`config.mk`:
```
export PLATFORM = sky130hd
export DESIGN_NAME = adcq_ctrl
export DESIGN_NICKNAME = d
export VERILOG_FILES = /design/src/rtl/adcq_pkg.sv /design/src/rtl/adcq_buf.sv /design/src/rtl/adcq_ctrl.sv
export SDC_FILE = /design/constraint.sdc
export NUM_CORES = 1
export LEC_CHECK = 0
export ABC_AREA = 1
export BUFFER_PORTS_ARGS = -buffer_cell sky130_fd_sc_hd__buf_2
export CAP_MARGIN = 20
export CELL_PAD_IN_SITES_DETAIL_PLACEMENT = 1
export CELL_PAD_IN_SITES_GLOBAL_PLACEMENT = 1
export CORE_ASPECT_RATIO = 0.7
export CORE_MARGIN = 5
export CORE_UTILIZATION = 43
export DETAILED_ROUTE_END_ITERATION = 12
export HOLD_SLACK_MARGIN = 0.06
export PLACE_DENSITY_LB_ADDON = 0.1
export SLEW_MARGIN = 25
export SYNTH_ARGS = -nofsm -noshare
export SYNTH_HDL_FRONTEND = slang
export SYNTH_SLANG_ARGS = --single-unit
export TNS_END_PERCENT = 100
```
`constraint.sdc`:
```
create_clock -name mclk -period 2.35 [get_ports mclk]
set_input_delay 0.1175 -clock mclk [delete_from_list [all_inputs] [get_ports mclk]]
set_output_delay 0.1175 -clock mclk [all_outputs]
set_load 0.02 [all_outputs]
```
`src/rtl/adcq_pkg.sv`:
```
// constants and types for the converter two-wire readout control
// assumes a single 50 MHz system clock; the bus clock is sampled, not used as a clock
package adcq_pkg;
    localparam int RES_W = 12;
    localparam int STACK_DEPTH = 4;
    localparam int BUF_DEPTH = 2;
    // preset address prefix; value is arbitrary
    localparam logic [4:0] DEV_ID = 5'h15;
    // high-speed master code 0000_1xxx, top five bits
    localparam logic [4:0] HS_MASTER_CODE = 5'h01;
    localparam logic [2:0] CMD_TOP_ZERO = 3'h0;
    // bit counter value while command bit 5 is received
    localparam logic [2:0] CMD_TRIGGER_BIT = 3'h2;
    localparam logic [2:0] LAST_BIT = 3'h7;
    localparam logic [2:0] DEPTH_FULL = 3'h4;
    localparam logic [3:0] BYTE0_PAD = 4'h0;

    typedef enum logic [2:0] {
        ST_IDLE = 3'b000,
        ST_ADDR = 3'b001,
        ST_CMD = 3'b010,
        ST_ACK = 3'b011,
        ST_TX = 3'b100,
        ST_MACK = 3'b101,
        ST_HSWAIT = 3'b110
    } adcq_state_t;
endpackage : adcq_pkg

```
`src/rtl/adcq_buf.sv`:
```
// small fifo between converter results and the readout logic
// assumes both sides on the same clock; flush drops held words
module adcq_buf #(
    parameter int WIDTH = 12,
    parameter int DEPTH = 2
) (
    // clock and reset
    input wire logic clk,
    input wire logic rstn,
    input wire logic flush,
    // fill side
    input wire logic inValid,
    input wire logic [WIDTH-1:0] inData,
    output logic inReady_q,
    // drain side
    output logic outValid,
    output logic [WIDTH-1:0] outData,
    input wire logic outReady
);
    localparam int PW = (DEPTH > 1) ? $clog2(DEPTH) : 1;
    localparam logic [PW:0] FULLC = (PW+1)'(DEPTH);
    localparam logic [PW-1:0] LASTP = PW'(DEPTH - 1);

    logic [WIDTH-1:0] mem [DEPTH];
    logic [PW-1:0] wp_q, rp_q;
    logic [PW:0] cnt_q, cnt_d;
    logic push, pop;

    assign push = inValid && inReady_q;
    assign outValid = (cnt_q != '0);
    assign pop = outValid && outReady;
    assign outData = mem[rp_q];

    always_comb begin
        cnt_d = cnt_q;
        if (flush) begin
            cnt_d = '0;
        end else if (push && !pop) begin
            cnt_d = cnt_q + 1'b1;
        end else if (pop && !push) begin
            cnt_d = cnt_q - 1'b1;
        end
    end

    always_ff @(posedge clk or negedge rstn) begin
        if (!rstn) begin
            cnt_q <= '0;
            wp_q <= '0;
            rp_q <= '0;
            inReady_q <= 1'b0;
        end else begin
            cnt_q <= cnt_d;
            inReady_q <= (cnt_d != FULLC);
            if (flush) begin
                wp_q <= '0;
                rp_q <= '0;
            end else begin
                if (push) begin
                    wp_q <= (wp_q == LASTP) ? '0 : wp_q + 1'b1;
                end
                if (pop) begin
                    rp_q <= (rp_q == LASTP) ? '0 : rp_q + 1'b1;
                end
            end
        end
    end

    always_ff @(posedge clk) begin
        if (push && !flush) begin
            mem[wp_q] <= inData;
        end
    end
endmodule : adcq_buf

```
`src/rtl/adcq_ctrl.sv`:
```
// conversion sequencing and two-wire readout of a 12-bit sampling converter
// assumes bus pins and straps are asynchronous; converter core runs on mclk
// Summary of operation
// in high-speed mode each result goes straight out, one code per read, with no stack.
// in high-speed mode the clock line is held low after the command byte until a result exists.
// a master staying in high-speed mode ends each read with a repeated start, not a stop.
// any stop aborts a running conversion and returns the block to fast/standard mode.
// the master reads exactly one code per read transfer in high-speed mode.
// a matching read address stops conversion.
// a second consecutive valid command byte is refused and ends the conversion.
// after write addressing, command bit 5 with three zero top bits starts conversion and is acknowledged.
// a command byte with any top bit set is refused, powers down and empties the stack.
// a result goes out as four zeros plus the top four bits, then the low eight bits, msb first.
// in fast/standard mode results stack four deep, newest first, with the converter off during readout.
// high-speed mode is entered by the bus master code sent before addressing.
module adcq_ctrl
    import adcq_pkg::*;
(
    // clock and reset
    input wire logic mclk,
    input wire logic rstn,
    // bus pins, open drain
    input wire logic sclIn,
    output logic sclOut_q,
    output logic sclOe_q,
    input wire logic sdaIn,
    output logic sdaOut_q,
    output logic sdaOe_q,
    // device select straps
    input wire logic [1:0] addrSelIn,
    // converter core
    output logic convRun_q,
    input wire logic resValid,
    input wire logic [RES_W-1:0] resData,
    output logic resReady,
    // status
    output logic hsMode_q
);
    adcq_state_t state_q, nextSt_q;
    logic [2:0] sclSync_q, sdaSync_q;
    logic [1:0] strapA_q, strapB_q, devSel_q;
    logic [1:0] strapWait_q;
    logic [2:0] bitCnt_q, depth_q;
    logic [7:0] shReg_q, txSh_q;
    logic ackDrive_q, ackPhase_q, byteSel_q, cmdSeen_q, hsHave_q;
    logic [RES_W-1:0] curWord_q, hsWord_q;
    logic [RES_W-1:0] stack_q [STACK_DEPTH];

    // bus pins and straps pass two flip-flops first
    always_ff @(posedge mclk or negedge rstn) begin
        if (!rstn) begin
            sclSync_q <= 3'h7;
            sdaSync_q <= 3'h7;
            strapA_q <= 2'h0;
            strapB_q <= 2'h0;
        end else begin
            sclSync_q <= {sclSync_q[1:0], sclIn};
            sdaSync_q <= {sdaSync_q[1:0], sdaIn};
            strapA_q <= addrSelIn;
            strapB_q <= strapA_q;
        end
    end

    // straps loaded on each of the first three edges after reset; the third, when the synchroniser holds the pin level, is kept
    always_ff @(posedge mclk or negedge rstn) begin
        if (!rstn) begin
            strapWait_q <= 2'h0;
            devSel_q <= 2'h0;
        end else if (strapWait_q != 2'h3) begin
            strapWait_q <= strapWait_q + 2'h1;
            devSel_q <= strapB_q;
        end
    end

    logic sclS, sclP, sdaS, sdaP, sclRise, sclFall, startDet, stopDet;
    assign sclS = sclSync_q[1];
    assign sclP = sclSync_q[2];
    assign sdaS = sdaSync_q[1];
    assign sdaP = sdaSync_q[2];
    assign sclRise = sclS && !sclP;
    assign sclFall = !sclS && sclP;
    assign startDet = sclS && sclP && sdaP && !sdaS;
    assign stopDet = sclS && sclP && !sdaP && sdaS;

    // byte decode
    logic [7:0] shNext, nextByte;
    logic byteDone, addrHit, hsCode, rdAddr, trigStart, cmdDone, badCmd, dupCmd;
    logic ackToTx, loadByte, popWord, push, hsTake, bufValid, bufReady;
    logic [RES_W-1:0] bufData, srcWord;
    assign shNext = {shReg_q[6:0], sdaS};
    assign byteDone = (state_q == ST_ADDR || state_q == ST_CMD) && sclRise && bitCnt_q == LAST_BIT;
    assign addrHit = state_q == ST_ADDR && byteDone && shNext[7:1] == {DEV_ID, devSel_q};
    assign hsCode = state_q == ST_ADDR && byteDone && shNext[7:3] == HS_MASTER_CODE;
    assign rdAddr = addrHit && shNext[0];
    assign trigStart = state_q == ST_CMD && sclRise && bitCnt_q == CMD_TRIGGER_BIT
                       && shNext[2:0] == CMD_TOP_ZERO && !cmdSeen_q;
    assign cmdDone = state_q == ST_CMD && byteDone;
    assign badCmd = cmdDone && shNext[7:5] != CMD_TOP_ZERO;
    assign dupCmd = cmdDone && !badCmd && cmdSeen_q;
    assign ackToTx = state_q == ST_ACK && sclFall && ackPhase_q && nextSt_q == ST_TX;
    assign loadByte = ackToTx || (state_q == ST_MACK && sclRise && !sdaS);
    assign popWord = loadByte && byteSel_q;
    assign srcWord = hsMode_q ? hsWord_q : stack_q[0];
    assign nextByte = byteSel_q ? curWord_q[7:0] : {BYTE0_PAD, srcWord[11:8]};

    // conversion run and bus mode
    always_ff @(posedge mclk or negedge rstn) begin
        if (!rstn) begin
            convRun_q <= 1'b0;
            hsMode_q <= 1'b0;
            cmdSeen_q <= 1'b0;
        end else if (stopDet) begin
            convRun_q <= 1'b0;
            hsMode_q <= 1'b0;
            cmdSeen_q <= 1'b0;
        end else begin
            if (startDet) begin
                cmdSeen_q <= 1'b0;
            end
            if (hsCode) begin
                hsMode_q <= 1'b1;
            end
            if (trigStart) begin
                convRun_q <= 1'b1;
            end
            if (rdAddr || badCmd || dupCmd) begin
                convRun_q <= 1'b0;
            end
            if (cmdDone && !badCmd) begin
                cmdSeen_q <= 1'b1;
            end
        end
    end

    // serial bus state machine
    always_ff @(posedge mclk or negedge rstn) begin
        if (!rstn) begin
            state_q <= ST_IDLE;
            nextSt_q <= ST_IDLE;
            bitCnt_q <= 3'h0;
            shReg_q <= 8'h00;
            txSh_q <= 8'h00;
            ackDrive_q <= 1'b0;
            ackPhase_q <= 1'b0;
            byteSel_q <= 1'b0;
            curWord_q <= '0;
            sdaOe_q <= 1'b0;
            sclOe_q <= 1'b0;
        end else if (stopDet) begin
            state_q <= ST_IDLE;
            sdaOe_q <= 1'b0;
            sclOe_q <= 1'b0;
        end else if (startDet) begin
            state_q <= ST_ADDR;
            bitCnt_q <= 3'h0;
            sdaOe_q <= 1'b0;
        end else begin
            if (loadByte) begin
                byteSel_q <= !byteSel_q;
                if (!byteSel_q) begin
                    curWord_q <= srcWord;
                end
            end
            case (state_q)
                ST_ADDR, ST_CMD: begin
                    if (sclRise) begin
                        shReg_q <= shNext;
                        bitCnt_q <= bitCnt_q + 3'h1;
                        if (bitCnt_q == LAST_BIT) begin
                            ackPhase_q <= 1'b0;
                            if (state_q == ST_ADDR) begin
                                state_q <= addrHit ? ST_ACK : ST_IDLE;
                                ackDrive_q <= 1'b1;
                                byteSel_q <= 1'b0;
                                nextSt_q <= shNext[0] ? ST_TX : ST_CMD;
                            end else begin
                                state_q <= ST_ACK;
                                ackDrive_q <= !badCmd && !cmdSeen_q;
                                if (badCmd || cmdSeen_q) begin
                                    nextSt_q <= ST_IDLE;
                                end else begin
                                    nextSt_q <= hsMode_q ? ST_HSWAIT : ST_CMD;
                                end
                            end
                        end
                    end
                end
                ST_ACK: begin
                    if (sclFall) begin
                        if (!ackPhase_q) begin
                            sdaOe_q <= ackDrive_q;
                            ackPhase_q <= 1'b1;
                        end else begin
                            state_q <= nextSt_q;
                            bitCnt_q <= 3'h0;
                            if (ackToTx) begin
                                sdaOe_q <= !nextByte[7];
                                txSh_q <= {nextByte[6:0], 1'b0};
                            end else begin
                                sdaOe_q <= 1'b0;
                            end
                            if (nextSt_q == ST_HSWAIT) begin
                                sclOe_q <= 1'b1;
                            end
                        end
                    end
                end
                ST_HSWAIT: begin
                    if (hsHave_q) begin
                        sclOe_q <= 1'b0;
                        state_q <= ST_CMD;
                        bitCnt_q <= 3'h0;
                    end
                end
                ST_TX: begin
                    if (sclFall) begin
                        sdaOe_q <= !txSh_q[7];
                        txSh_q <= {txSh_q[6:0], 1'b0};
                    end
                    if (sclRise) begin
                        bitCnt_q <= bitCnt_q + 3'h1;
                        if (bitCnt_q == LAST_BIT) begin
                            state_q <= ST_MACK;
                        end
                    end
                end
                ST_MACK: begin
                    if (sclFall) begin
                        sdaOe_q <= 1'b0;
                    end
                    if (sclRise) begin
                        bitCnt_q <= 3'h0;
                        state_q <= sdaS ? ST_IDLE : ST_TX;
                        if (loadByte) begin
                            txSh_q <= nextByte;
                        end
                    end
                end
                default: begin
                end
            endcase
        end
    end

    // open-drain levels are always low
    always_ff @(posedge mclk or negedge rstn) begin
        if (!rstn) begin
            sclOut_q <= 1'b0;
            sdaOut_q <= 1'b0;
        end else begin
            sclOut_q <= 1'b0;
            sdaOut_q <= 1'b0;
        end
    end

    // result buffer; drain stalls while a high-speed code waits
    assign bufReady = convRun_q && !(hsMode_q && hsHave_q);
    assign push = bufValid && bufReady && !hsMode_q;
    assign hsTake = bufValid && bufReady && hsMode_q;

    adcq_buf #(
        .WIDTH(RES_W),
        .DEPTH(BUF_DEPTH)
    ) u_buf (
        .clk(mclk),
        .rstn(rstn),
        .flush(trigStart || stopDet || badCmd),
        .inValid(resValid),
        .inData(resData),
        .inReady_q(resReady),
        .outValid(bufValid),
        .outData(bufData),
        .outReady(bufReady)
    );

    // single code holder for high-speed mode
    always_ff @(posedge mclk or negedge rstn) begin
        if (!rstn) begin
            hsHave_q <= 1'b0;
            hsWord_q <= '0;
        end else if (trigStart || stopDet) begin
            hsHave_q <= 1'b0;
        end else if (hsTake) begin
            hsHave_q <= 1'b1;
            hsWord_q <= bufData;
        end else if (popWord && hsMode_q) begin
            hsHave_q <= 1'b0;
        end
    end

    // result stack, newest on top
    for (genvar i = 0; i < STACK_DEPTH; i++) begin : g_stack
        logic [RES_W-1:0] below, above;
        if (i == 0) begin : g_top
            assign below = bufData;
        end else begin : g_mid
            assign below = stack_q[i-1];
        end
        if (i == STACK_DEPTH - 1) begin : g_bot
            assign above = '0;
        end else begin : g_up
            assign above = stack_q[i+1];
        end
        always_ff @(posedge mclk or negedge rstn) begin
            if (!rstn) begin
                stack_q[i] <= '0;
            end else if (badCmd || hsCode) begin
                stack_q[i] <= '0;
            end else if (push) begin
                stack_q[i] <= below;
            end else if (popWord && !hsMode_q) begin
                stack_q[i] <= above;
            end
        end
    end

    always_ff @(posedge mclk or negedge rstn) begin
        if (!rstn) begin
            depth_q <= 3'h0;
        end else if (badCmd || hsCode) begin
            depth_q <= 3'h0;
        end else if (push && depth_q != DEPTH_FULL) begin
            depth_q <= depth_q + 3'h1;
        end else if (popWord && !hsMode_q && depth_q != 3'h0) begin
            depth_q <= depth_q - 3'h1;
        end
    end

    property p_hsDirect;
        @(posedge mclk) disable iff (!rstn) hsMode_q |-> depth_q == 3'h0 && !push;
    endproperty
    a_hsDirect: assert property (p_hsDirect) else $error("stack used in hs mode");
    property p_stretch;
        @(posedge mclk) disable iff (!rstn) state_q == ST_HSWAIT |-> sclOe_q;
    endproperty
    a_stretch: assert property (p_stretch) else $error("clock not held during hs wait");
    property p_release;
        @(posedge mclk) disable iff (!rstn)
            (state_q == ST_HSWAIT && hsHave_q && !stopDet && !startDet) |=> !sclOe_q && state_q == ST_CMD;
    endproperty
    a_release: assert property (p_release) else $error("clock not released after result");
    property p_stopAbort;
        @(posedge mclk) disable iff (!rstn) stopDet |=> !convRun_q && !hsMode_q && state_q == ST_IDLE;
    endproperty
    a_stopAbort: assert property (p_stopAbort) else $error("stop did not abort");
    property p_readStop;
        @(posedge mclk) disable iff (!rstn) rdAddr |=> !convRun_q ##1 !convRun_q;
    endproperty
    a_readStop: assert property (p_readStop) else $error("conversion ran after read address");
    property p_dupCmd;
        @(posedge mclk) disable iff (!rstn) dupCmd |=> !convRun_q && !ackDrive_q && nextSt_q == ST_IDLE;
    endproperty
    a_dupCmd: assert property (p_dupCmd) else $error("second command not refused");
    property p_trig;
        @(posedge mclk) disable iff (!rstn) trigStart |=> convRun_q;
    endproperty
    a_trig: assert property (p_trig) else $error("command bit 5 did not start conversion");
    property p_badCmd;
        @(posedge mclk) disable iff (!rstn) badCmd |=> !convRun_q && depth_q == 3'h0 && !ackDrive_q;
    endproperty
    a_badCmd: assert property (p_badCmd) else $error("wrong command not ignored");
    property p_byte0;
        @(posedge mclk) disable iff (!rstn)
            (state_q == ST_MACK && sclRise && !sdaS && !byteSel_q && !stopDet) |=> txSh_q[7:4] == BYTE0_PAD;
    endproperty
    a_byte0: assert property (p_byte0) else $error("first byte top nibble not zero");
    property p_fsOff;
        @(posedge mclk) disable iff (!rstn) state_q == ST_TX |-> !convRun_q;
    endproperty
    a_fsOff: assert property (p_fsOff) else $error("converter on during readout");
    property p_hsEntry;
        @(posedge mclk) disable iff (!rstn) (hsCode && !stopDet) |=> hsMode_q && state_q == ST_IDLE;
    endproperty
    a_hsEntry: assert property (p_hsEntry) else $error("master code did not enter hs mode");
endmodule : adcq_ctrl

```
==> impl_metrics.yaml <==
critical_path:
  reg2reg_slack_ns: 0.20
  cp-end-kind: "flip-flop"
  crit_path_start_kind: "flip-flop"
  reg2regPathDepth: 11
  rr_startpoint: "sclSync_q[2]"
  critPathMaxFanout: 38
  worstPathArrival_ns: 2.48
  critPathKind: "flip-flop to flip-flop"
  required_ns: 2.69
  reg2reg_to: "g_stack[1].below[11]"
sta:
  fin_setup_tns_ns: 0
  rsz0062_at_grt: "no"
  setup_violations: 0
  slew_headroom_pct: 55.0
  post-route-period-util_pct: 91.3
  clock_skew_ns: 0.00969
  slew_viol_final: 0
  holdWs_ns: 0.276
  hold_viol_final: 0
  finalCriticalPeriod_ns: 2.15
  worst_slew_pin_slew_ns: 0.675
  clock.fmax_mhz: 466
logic_synthesis:
  synth-edff-count: 24
  ys_warn_count: 0
  synthFlopType: "dfrtp_1"
  synth_cell_types: 41
  synthesis.area_sq_um: 6700
  synth_seq_cells: 143
  synth_area_per_cell_sq_um: 9.08
  synthArstFlopShare_pct: 83.2
  netlist_instances: 738
  seq_area_frac_synth_pct: 55.3
global_route:
  grt_pass1_vias: 5417
  grt_use_met3_pct: 4.17
  grt_max_degree: 51
  grt_pass1_wl_mm: 29.8
  grt_antenna_before_repair: 0
  overflow: 0
  grt_usage_pct: 20.7
  gr-usage-met1_pct: 32.8
  busiest_layer: "met1"
  met2_usage_pct: 28.8
cts:
  clock_tree.root_cell: "clkbuf_16"
  h-tree-depth: 4
  worst_skew_pair.late_latency_ns: 0.42
  clkSinkCount: 143
  numCtsBuffers: 17
  path_clk_slew_ns: 0.06
  cts_tree: "done"
  cts_max_path_buffers: 2
routing:
  ant_nets: 0
  routedWlPerCell_um: 17.9
  drcViolationCount: 0
  via_count: 5342
  wl_mm: 18.0
  drt_iter0_drc: 351
  dr.pass1.iters: 4
  viasPerCell: 5.31
min_path:
  hp-class: "input pin to asynchronous set/reset pin"
outcome:
  outcome: "finished clean"
place:
  dpl.hpwl_mm: 12.8
  port_buffers: 23
  globalplace.congestion: 0.902
floorplanning:
  die_h_um: 114
  die_w_um: 159
  rows: 38
  io_pins: 26
  core_area_sq_um: 15400
  initial_utilization_pct: 43.5
  die-area_sq_um: 18200
cells_and_area:
  final_layout_size_suffix_gt1_share_pct: 15.3
  nNetsFinal: 818
  nFillCells: 1758
  area_delta_synth_final_pct: 17.4
  n_antenna_cell: 0
  final_cell_mix: "170 x nand2_1, 112 x dfrtp_1, 66 x inv_1"
  mostFrequentLayoutCell: "nand2_1"
pwr:
  p_per_area_nw_per_um2: 1090
  total_power_uw: 8550
  p_leak_uw: 0.00357
  ir_worst_vdd_v: 0.000510
run:
  max_cap_viol_count: 0
[sequential cells by signal, summed over array words and instances, names as in the netlist, 7 cells and up]
register	cells
curWord_q	8
g_stack.above	36
g_stack.below	12
hsWord_q	12
shReg_q	7
txSh_q	8
u_buf.mem	24
[metal layers]
| layer | share of wire, % | vias to the layer above |
|---|---|---|
| li1 | - | 2572 |
| met1 | 54 | 2669 |
| met2 | 41 | 87 |
| met3 | 3.9 | 14 |
| met4 | 0.89 | 0 |
| met5 | 0 | - |
[worst max-delay path, cell delays in order, from the launching register on]
cell	delay [ns]
dfstp_2	0.55
nand2_1	0.14
nor3_4	0.18
nand2_2	0.11
nand2_2	0.09
ha_1	0.14
inv_1	0.07
a21oi_4	0.20
buf_4	0.16
buf_12	0.20
o21ai_1	0.08
a21oi_1	0.13
[final cells by class]
type	instances	area, sq um	area share (%)
Sequential cell	143	3710	47.1
Multi-Input combinational cell	493	2590	32.9
Timing Repair Buffer	65	507	6.44
Clock buffer	18	429	5.45
Inverter	73	279	3.55
Tap cell	200	250	3.18
Clock inverter	14	109	1.38
[logic make-up (layout without fill, tap and decap cells)]
family / Yosys count / count (layout) / synth area share [%]
other cells: 1 / 2 / 0.0559
compound gates: 145 / 145 / 12.7
flops: 143 / 143 / 55.3
fa+ha+maj: 6 / 6 / 1.12
mux: 28 / 28 / 4.20
xor+xnor: 2 / 2 / 0.261
buf+inv: 103 / 170 / 6.53
simple gates: 310 / 310 / 19.8
[where the power goes]
group / total (uW) / switching [uW] / leakage [uW] / internal [uW]
Clock: 2480 / 1120 / 0.000261 / 1360
Combinational: 2350 / 1440 / 0.00156 / 911
Sequential: 3720 / 578 / 0.00175 / 3140
[Yosys cell counts (all sizes together) (2+ instances only)]
cell type	n	area share, %
nand2	176	10
dfrtp	113	42
inv	73	4.2
o21ai	72	5.9
nor2	71	4.4
nand3	52	4.3
a21oi	45	3.4
mux2i	27	4.0
edfxtp	24	11
buf	21	1.9
a311oi	17	2.2
clkbuf	9	0.50
dfstp	6	2.4
ha	6	1.1
nor3	5	0.37
o211ai	4	0.45
a31oi	3	0.28
nand4	3	0.28
o21bai	2	0.22
[per-stage QoR]
step / instance area [sq um] / instances / setup slack [ns] / util, %
2_1_floorplan: 6710 / 739 / 0.117 / -
3_3_place_gp: 7110 / 954 / 0.125 / 46.2
3_5_place_dp: 7110 / 954 / 0.000164 / 46.2
4_1_cts: 7840 / 1004 / 0.0414 / 50.9
5_1_grt: 7870 / 1006 / 0.00787 / 51.1
6_report: 7870 / 1006 / 0.204 / 51.1
[worst max path at each step]
stage | startpoint | end | slack (ns)
global route | state_q[2] | g_stack[1].below[11] | 0.008
finish | sclSync_q[2] | g_stack[1].below[11] | 0.20
global placement | sclSync_q[2] | g_stack[2].above[3] | 0.12
detailed placement | sclSync_q[2] | g_stack[2].above[3] | 0.0002
CTS | bitCnt_q[0] | u_buf.mem[1][10] | 0.04
floorplan | bitCnt_q[0] | u_buf.mem[1][0] | 0.12
[repair_timing]
action | CTS | global route
buffers inserted | 0 | 2
resized for setup | 1 | 6
pin swaps | 0 | 1
hold buffers | 18 | 0
setup endpoints to repair | 14 | 51
hold endpoints to repair | 71 | 0
No activity file was read; power rests on OpenSTA's default activity.
